===== config.mk =====
export PLATFORM = sky130hd
export DESIGN_NAME = sss_top
export DESIGN_NICKNAME = d
export VERILOG_FILES = /design/src/verilog/sss_top.v
export VERILOG_INCLUDE_DIRS = /design/src /design/src/verilog
export SDC_FILE = /design/constraint.sdc
export NUM_CORES = 1
export LEC_CHECK = 0
export BUFFER_PORTS_ARGS = -buffer_cell sky130_fd_sc_hd__clkbuf_2
export CAP_MARGIN = 10
export CORE_UTILIZATION = 25
export CTS_CLUSTER_DIAMETER = 50
export DETAILED_ROUTE_END_ITERATION = 8
export PLACE_DENSITY = 0.37
export SYNTH_ARGS = -nofsm -noshare
export SYNTH_HDL_FRONTEND = slang
export SYNTH_SLANG_ARGS = --single-unit

===== constraint.sdc =====
create_clock -name ref_clk_i -period 5.8 [get_ports ref_clk_i]
set_input_delay 1.45 -clock ref_clk_i [delete_from_list [all_inputs] [get_ports ref_clk_i]]
set_output_delay 1.45 -clock ref_clk_i [all_outputs]
set_load 0.1 [all_outputs]

===== src/verilog/sss_map.vh =====
`ifndef SSS_MAP_VH
`define SSS_MAP_VH

// Width of the shift chain and storage latch
`define SSS_WIDTH 8
// Index of stage seven and stage eight in the chain
`define SSS_STAGE7 6
`define SSS_STAGE8 7
// Word buffer depth and pointer width
`define SSS_FIFO_DEPTH 16
`define SSS_FIFO_AW 4
// Value that every stage, latch and output except the buffer ready takes under reset
`define SSS_RST_BYTE 8'h00
`define SSS_RST_BIT 1'b0

`endif


===== src/verilog/sss_top.v =====
// Function
// - Each shift clock rise loads serial input into stage one, shifting the 8 stages.
// - Transfer high: latch follows shift stages; transfer low: latch and parallel outputs hold.
// - Parallel outputs driven only with output enable high; shifting never depends on it.
// - Early cascade takes stage seven on each rise, never changes on falls.
// - Late cascade takes stage eight on each fall; parallel outputs never move on falls.
`timescale 1ns/100ps
`include "sss_map.vh"

// Word buffer between the latch and downstream logic. The output stage is a
// register of its own, so the buffer holds DEPTH words in the array plus one
// more waiting on the output. Ready is registered, which costs one cycle of
// reaction when a full buffer frees a slot but keeps the input path short.
module sss_fifo #(
   parameter WIDTH = `SSS_WIDTH,
   parameter DEPTH = `SSS_FIFO_DEPTH,
   parameter AW = `SSS_FIFO_AW
) (
   // Clock and reset
   input wire ref_clk_i,
   input wire rst_n_i,
   // Filling side
   input wire in_valid_i,
   input wire [WIDTH-1:0] in_data_i,
   output reg in_ready_o,
   // Draining side
   output reg out_valid_o,
   output reg [WIDTH-1:0] out_data_o,
   input wire out_ready_i
);
   reg [WIDTH-1:0] mem_q [0:DEPTH-1];
   reg [AW-1:0] wr_ptr_q;
   reg [AW-1:0] rd_ptr_q;
   reg [AW:0] count_q;
   reg [AW:0] count_d;
   wire push;
   wire pop;

   // Push only while not full; pop refills the output stage whenever it frees up
   assign push = in_valid_i & in_ready_o;
   assign pop = (count_q != {(AW+1){1'b0}}) & (~out_valid_o | out_ready_i);

   // Occupancy next value
   // Push and pop in one cycle leave the occupancy alone
   always @* begin
      count_d = count_q;
      if (push & ~pop) begin
         count_d = count_q + {{AW{1'b0}}, 1'b1};
      end else if (pop & ~push) begin
         count_d = count_q - {{AW{1'b0}}, 1'b1};
      end
   end

   // Storage array has no reset; only the pointers and flags need a defined value
   always @(posedge ref_clk_i) begin
      if (push) begin
         mem_q[wr_ptr_q] <= in_data_i;
      end
   end

   // Pointers, flags and registered output stage
   // Output stage refills as soon as downstream takes its word, so back-to-back words flow
   always @(posedge ref_clk_i) begin
      if (!rst_n_i) begin
         wr_ptr_q <= {AW{1'b0}};
         rd_ptr_q <= {AW{1'b0}};
         count_q <= {(AW+1){1'b0}};
         in_ready_o <= 1'b1;
         out_valid_o <= 1'b0;
         out_data_o <= {WIDTH{1'b0}};
      end else begin
         count_q <= count_d;
         in_ready_o <= (count_d != DEPTH[AW:0]); // Registered full flag
         if (push) begin
            wr_ptr_q <= wr_ptr_q + {{(AW-1){1'b0}}, 1'b1};
         end
         if (pop) begin
            rd_ptr_q <= rd_ptr_q + {{(AW-1){1'b0}}, 1'b1};
            out_data_o <= mem_q[rd_ptr_q];
            out_valid_o <= 1'b1;
         end else if (out_ready_i) begin
            out_valid_o <= 1'b0;
         end
      end
   end
endmodule // sss_fifo

// Shift chain, storage latch and cascade outputs. The host pins arrive with no
// relation to the reference clock, so every pin is synchronised and the shift
// clock is turned into rise and fall strobes. All state then runs on the
// reference clock; a pin edge shows up three reference edges later.
// The device side has no reset pin; the reference reset only gives the chain
// and latch a known start, and the host must not rely on it.
module sss_top (
   // Clock and reset
   input wire ref_clk_i,
   input wire rst_n_i,
   // Serial side pins from the host
   input wire shift_clock_i,
   input wire serial_in_i,
   input wire latch_transfer_i,
   input wire output_enable_i,
   // Three-state parallel outputs
   output reg [`SSS_WIDTH-1:0] parallel_out_o,
   output reg [`SSS_WIDTH-1:0] parallel_out_oe_o,
   // Cascade outputs
   output reg early_cascade_out_o,
   output reg late_cascade_out_o,
   // Latched word stream to downstream logic
   output wire word_valid_o,
   output wire [`SSS_WIDTH-1:0] word_data_o,
   input wire word_ready_i,
   output wire word_buf_ready_o,
   output reg word_drop_o
);
   // Two-stage synchronisers plus a third stage for edge detection
   reg [2:0] clk_sync_q;
   reg [1:0] din_sync_q;
   reg [1:0] xfer_sync_q;
   reg [1:0] oe_sync_q;
   reg [`SSS_WIDTH-1:0] shift_q;
   reg [`SSS_WIDTH-1:0] shift_d;
   reg [`SSS_WIDTH-1:0] latch_q;
   reg [`SSS_WIDTH-1:0] latch_d;
   reg push_q;
   wire clk_rise;
   wire clk_fall;
   wire buf_ready;

   // Pins come from outside this clock; first flops feed only the second ones
   // Reset clears the synchronisers, so a pin held high at release looks like a rise
   always @(posedge ref_clk_i) begin
      if (!rst_n_i) begin
         clk_sync_q <= 3'h0;
         din_sync_q <= 2'h0;
         xfer_sync_q <= 2'h0;
         oe_sync_q <= 2'h0;
      end else begin
         clk_sync_q <= {clk_sync_q[1:0], shift_clock_i};
         din_sync_q <= {din_sync_q[0], serial_in_i};
         xfer_sync_q <= {xfer_sync_q[0], latch_transfer_i};
         oe_sync_q <= {oe_sync_q[0], output_enable_i};
      end
   end

   // Edges are taken between second and third stage, never from the first
   assign clk_rise = clk_sync_q[1] & ~clk_sync_q[2];
   assign clk_fall = ~clk_sync_q[1] & clk_sync_q[2];

   // Data is synchronised alongside the clock, so it is sampled with the same delay;
   // the host must keep the shift clock below half the reference rate for clean edges
   always @* begin
      shift_d = shift_q;
      if (clk_rise) begin
         shift_d = {shift_q[`SSS_WIDTH-2:0], din_sync_q[1]};
      end
   end

   // Latch is transparent while transfer is high, so it sees a shift in the same cycle
   // Transfer low keeps the old word, so the parallel outputs hold
   always @* begin
      latch_d = latch_q;
      if (xfer_sync_q[1]) begin
         latch_d = shift_d;
      end
   end

   // Chain, latch, parallel outputs and cascade outputs
   always @(posedge ref_clk_i) begin
      if (!rst_n_i) begin
         shift_q <= `SSS_RST_BYTE;
         latch_q <= `SSS_RST_BYTE;
         parallel_out_o <= `SSS_RST_BYTE;
         parallel_out_oe_o <= `SSS_RST_BYTE;
         early_cascade_out_o <= `SSS_RST_BIT;
         late_cascade_out_o <= `SSS_RST_BIT;
      end else begin
         shift_q <= shift_d;
         latch_q <= latch_d;
         // Falls never touch the latch, so the parallel word cannot move on them
         parallel_out_o <= latch_d;
         parallel_out_oe_o <= {`SSS_WIDTH{oe_sync_q[1]}};
         // Early cascade shows the bit that moves into stage eight
         if (clk_rise) begin
            early_cascade_out_o <= shift_q[`SSS_STAGE7];
         end
         // Late cascade copies stage eight half a shift clock later
         if (clk_fall) begin
            late_cascade_out_o <= shift_q[`SSS_STAGE8];
         end
      end
   end

   // Queue each changed latch word; a full buffer drops it and flags the loss
   // A word that changes back and forth is queued every time; there is no merging
   always @(posedge ref_clk_i) begin
      if (!rst_n_i) begin
         push_q <= 1'b0;
         word_drop_o <= 1'b0;
      end else begin
         push_q <= (latch_d != latch_q);
         word_drop_o <= push_q & ~buf_ready;
      end
   end

   assign word_buf_ready_o = buf_ready;

   // Word buffer; its ready is a flop inside the buffer
   sss_fifo #(
      .WIDTH(`SSS_WIDTH),
      .DEPTH(`SSS_FIFO_DEPTH),
      .AW(`SSS_FIFO_AW)
   ) u_fifo (
      .ref_clk_i(ref_clk_i),
      .rst_n_i(rst_n_i),
      .in_valid_i(push_q),
      .in_data_i(latch_q),
      .in_ready_o(buf_ready),
      .out_valid_o(word_valid_o),
      .out_data_o(word_data_o),
      .out_ready_i(word_ready_i)
   );
endmodule // sss_top


**Word level (Yosys, flattened, before mapping)**

Memory sizes are Yosys's and may differ from the RTL's. A register that Yosys moved wholly into a read port is not among the register bits.
Index checks and enable logic that the tools add are counted.

- Memories: 1
- Output and inout bits: 29
- Register bits after elaboration: 45
- Word-level logic and storage cells: 48
- RAM bits: 128
- Input port bits: 7

Memories:

| memory | depth | bits a word | rd ports | clocked after memory_dff | wr ports | RTL line | source |
|---|---|---|---|---|---|---|---|
| u_fifo.mem_q | 16 | 8 | 1 | 1 | 1 | sss_top.v:31 | `reg [WIDTH-1:0] mem_q [0:DEPTH-1];` |

- $add $sub $neg: 4
- Equal/unequal tests: 2
- Multiplexer cells: 8
- Reduce and logical (&&, ||, !) cells: 3
- Bitwise operators: 14

Operator list:

| kind | number |
|---|---|
| 8-bit 2-to-1 mux | 2 |
| 5-bit 2-to-1 mux | 2 |
| 4-bit by 1-bit adder with 4-bit output (second input constant) | 2 |
| 8-bit != test | 1 |
| 1-bit AND | 7 |
| 1-bit NOT | 6 |
| 5-bit by 1-bit adder with 5-bit output (second input constant) | 1 |
| 5-bit != test (second input constant) | 1 |
| 5-bit nonzero test | 1 |
| 5-bit by 1-bit subtractor with 5-bit output (second input constant) | 1 |
| 1-bit 2-to-1 mux | 4 |
| 2-bit nonzero test | 1 |
| 1-bit logical NOT | 1 |
| 1-bit OR | 1 |

**Depth between registers and ports, before layout**

- Depth in word-level cells: 7
- Mapped depth: 9
- Depth with buffers taken out: 7

**Hierarchy**

A second synthesis with hierarchy kept.

- Cell total of the unflattened synthesis: 466
- Area, all modules: 7334.5 um^2

By module, submodules not included:

| module | times used | area each (um^2) | cells an instance | sequential area each (um^2) |
|---|---|---|---|---|
| sss_fifo | 1 | 6064.6 | 340 | 4304.1 |
| sss_top | 1 | 1270.0 | 126 | 600.6 |

**Least setup slack after synthesis**

Ideal clock, no wire load.

- Path kind: register -> output
- Start point: register, netlist name parallel_out_oe_o[0]
- End point: output parallel_out_oe_o[1]
- Path buffers: 1
- Data required time: 4350 ps
- Slack: 2886 ps
- Arrival: 1464 ps
- Stages on the path, launching flop included: 2
- Path through: dfxtp_1 -> buf_4

RTL lines:

| what | RTL line | source |
|---|---|---|
| end: declaration | sss_top.v:105 | `` output reg [`SSS_WIDTH-1:0] parallel_out_oe_o, `` |

No word-level cell between the ends.

==> results.py <==
metrics = {
    "detailed_routing": {
        "vias": 3753,
        "drtPass1Iterations": 5,
        "finalWirelength_mm": 15.7,
        "ant_nets": 0,
        "drtIter0Drc": 153,
        "vias_per_cell": 4.28,
        "routedWlPerCell_um": 18.0,
        "drcViolationCount": 0,
    },
    "sta": {
        "maxSlewHeadroom": 0.352,
        "tightest_slew_ns": 0.969,
        "fmax_mhz": 299,
        "setup_viol": 0,
        "final_max_slew_viol_count": 0,
        "period_share": 0.577,
        "clock_skew_ns": 0.0108,
        "period_minus_slack_ns": 3.35,
        "rsz0062_at_grt": "false",
        "final-hold-violation-count": 0,
        "fin_tns_setup_ns": 0,
    },
    "setup_path": {
        "cp-start-kind": "flop",
        "critPathArrivalTime_ns": 1.90,
        "crit_family": "flip-flops",
        "critPathKind": "reg -> out",
        "cp_slowest_cell": "dfxtp_1",
        "crit_chain": "clkbuf_2",
        "crit_fanout": 20,
        "path_buf_inv": 1,
        "worst_path_largest_cell_delay_ns": 0.88,
        "required_ns": 4.35,
        "end_kind": "primary output",
    },
    "synth": {
        "synth_commonest_cells": "edfxtp_1 (128), dfxtp_1 (53), nor2_1 (24)",
        "yosys_most_used_dff": "edfxtp_1",
        "yosys_warnings": 0,
        "yosysTopAreaCell": "edfxtp_1",
        "synth_top_area_share": 0.530,
        "syn_nets": 466,
        "synth_most_common_cell": "edfxtp_1",
        "async_flop_share": 0,
        "seq_area_frac_synth": 0.676,
        "synth_seq_cells": 181,
        "yosysUniqueCellTypes": 40,
        "netlist_instances": 452,
        "synthesis.area_um2": 7260,
        "synth_edf_count": 128,
        "avgSynthCellArea_um2": 16.1,
        "yosys-top-cells-area": "edfxtp_1 (53%), dfxtp_1 (15%), mux4_2 (5.6%)",
    },
    "layout": {
        "multiInputGateArea_um2": 2170,
        "seq_area_um2": 4900,
        "syn_to_final_growth_pct": 15.5,
        "diodes": 0,
        "fill_cells": 2860,
        "nets": 493,
        "post_route_cells_drive_above_1_share": 0.209,
        "final_core_util": 0.293,
    },
    "placement": {
        "io_buffer_count": 35,
        "place.gp.congestion": 0.712,
        "hpwlAfterDp_mm": 9.72,
    },
    "run": {
        "maxCapViolCount": 0,
    },
    "clock_network": {
        "postCtsSetupBuffers": 0,
        "cts_sinks": 181,
        "cts_hold_buf": 0,
        "clk_pin_slew_worst_paths_ns": 0.07,
        "cts_tree": "done",
        "clkLatencyLatePin_ns": 0.42,
        "clk_path_buf_depth": 2,
        "cts_resized": 0,
        "cts_root_buffer": "clkbuf_16",
        "htreeDepth": 4,
        "cts_buffers": 17,
    },
    "power_and_ir_drop": {
        "powerDensity_nw_per_um2": 415,
        "leakage_nw": 2.87,
        "ir_worst_vdd_mv": 0.167,
    },
    "global_routing": {
        "grt_pass1_wl_mm": 23.9,
        "grt_usage": 0.114,
        "globalRouteOverflowTotal": 0,
        "grt_max_degree": 55,
        "antenna_found_initial": 0,
        "grt_pass1_vias": 3812,
    },
    "outcome": {
        "run_status": "finished clean",
    },
    "floorplanning": {
        "rows": 62,
        "start_util": 0.253,
        "die_h_um": 172,
        "die_w_um": 172,
        "dieArea_um2": 29700,
        "io_pins": 36,
        "coreArea_um2": 28600,
    },
    "worst_hold_path": {
        "hold_class": "reg -> reg",
    },
}
sequential cells by signal, summed over array words and instances, names as in the netlist, 2 cells and up:
register	flops
u_fifo.mem_q	128
latch_q	8
shift_q	8
u_fifo.out_data_o	8
u_fifo.count_q	5
u_fifo.rd_ptr_q	4
u_fifo.wr_ptr_q	4
clk_sync_q	3
din_sync_q	2
oe_sync_q	2
xfer_sync_q	2
worst paths after layout:
path                           from           endpoint  slack [ns]  cells after the start
setup / recovery         latch_q[3]  parallel_out_o[3]        2.45                      1
hold / removal        din_sync_q[0]      din_sync_q[1]        0.44                      1
setup reg to reg  u_fifo.count_q[1]  u_fifo.in_ready_o        3.48                      7
hold reg to reg       din_sync_q[0]      din_sync_q[1]        0.44                      1
cells in the final DEF (no fill, tap or decap), types with 2 or more instances in the layout:
cell type and count:
mux2i_1 22, inv_6 3, nand2_1 23, buf_4 7, nor2_1 24, clkbuf_16 17, mux2_2 8, edfxtp_1 128
nor2b_1 14, clkbuf_2 35, ha_1 7, a21boi_0 2, a21oi_1 17, clkinv_8 2, nand2b_1 3, o211a_1 8
o21ai_0 10, mux4_1 14, nand4_1 3, xnor2_1 14, nor3_2 4, xor2_1 6, inv_1 5, clkinvlp_4 2
nand3_1 2, and2_1 20, mux4_2 18, dfxtp_1 53, inv_8 2
cell families after synthesis:
| kind of cell | Yosys count | share of synthesized area |
|---|---|---|
| AND/OR/NAND/NOR | 99 | 0.0690 |
| flip-flops | 181 | 0.676 |
| XOR/XNOR | 20 | 0.0241 |
| buffers and inverters | 39 | 0.0281 |
| multiplexers | 62 | 0.149 |
| adder cells (fa/ha/maj) | 9 | 0.0150 |
| AO/OA/AOI/OAI | 42 | 0.0385 |
final cells by class:
cell class                 count  area share
timing repair buffer          42      0.0272
sequential                   181       0.586
tap                          384      0.0574
multi-input combinational    232       0.259
inverter                       5     0.00224
clock buffer                  18      0.0512
clock inverter                14      0.0178
layer usage:
metal	routed length (um)	vias up	global-route usage	share of wire
met3	459	8	0.0233	0.029
li1	-	1759	-	-
met4	110	0	0.0346	0.0070
met2	7740	61	0.191	0.49
met1	7420	1925	0.146	0.47
met5	0	-	0	0
per-stage QoR:
step	hold WS, ns	worst slack [ns]	cell area, um^2	total power, W	instances
after floorplan	0.412	2.89	7260	0.00223	452
after global placement	0.420	2.63	7800	0.00238	844
after detailed placement	0.421	2.55	7800	0.00239	844
after CTS	0.439	2.39	8380	0.00353	876
after global routing	0.444	2.32	8380	0.00363	876
final	0.437	2.45	8380	0.00347	876
report_power, final:
group,leakage [nW],internal [W],switching [W]
Combinational,0.973,0.000290,0.000559
Sequential,1.62,0.00144,0.0000615
Clock,0.274,0.000606,0.000520
Total,2.87,0.00233,0.00114
No activity file was read; power rests on OpenSTA's default activity.
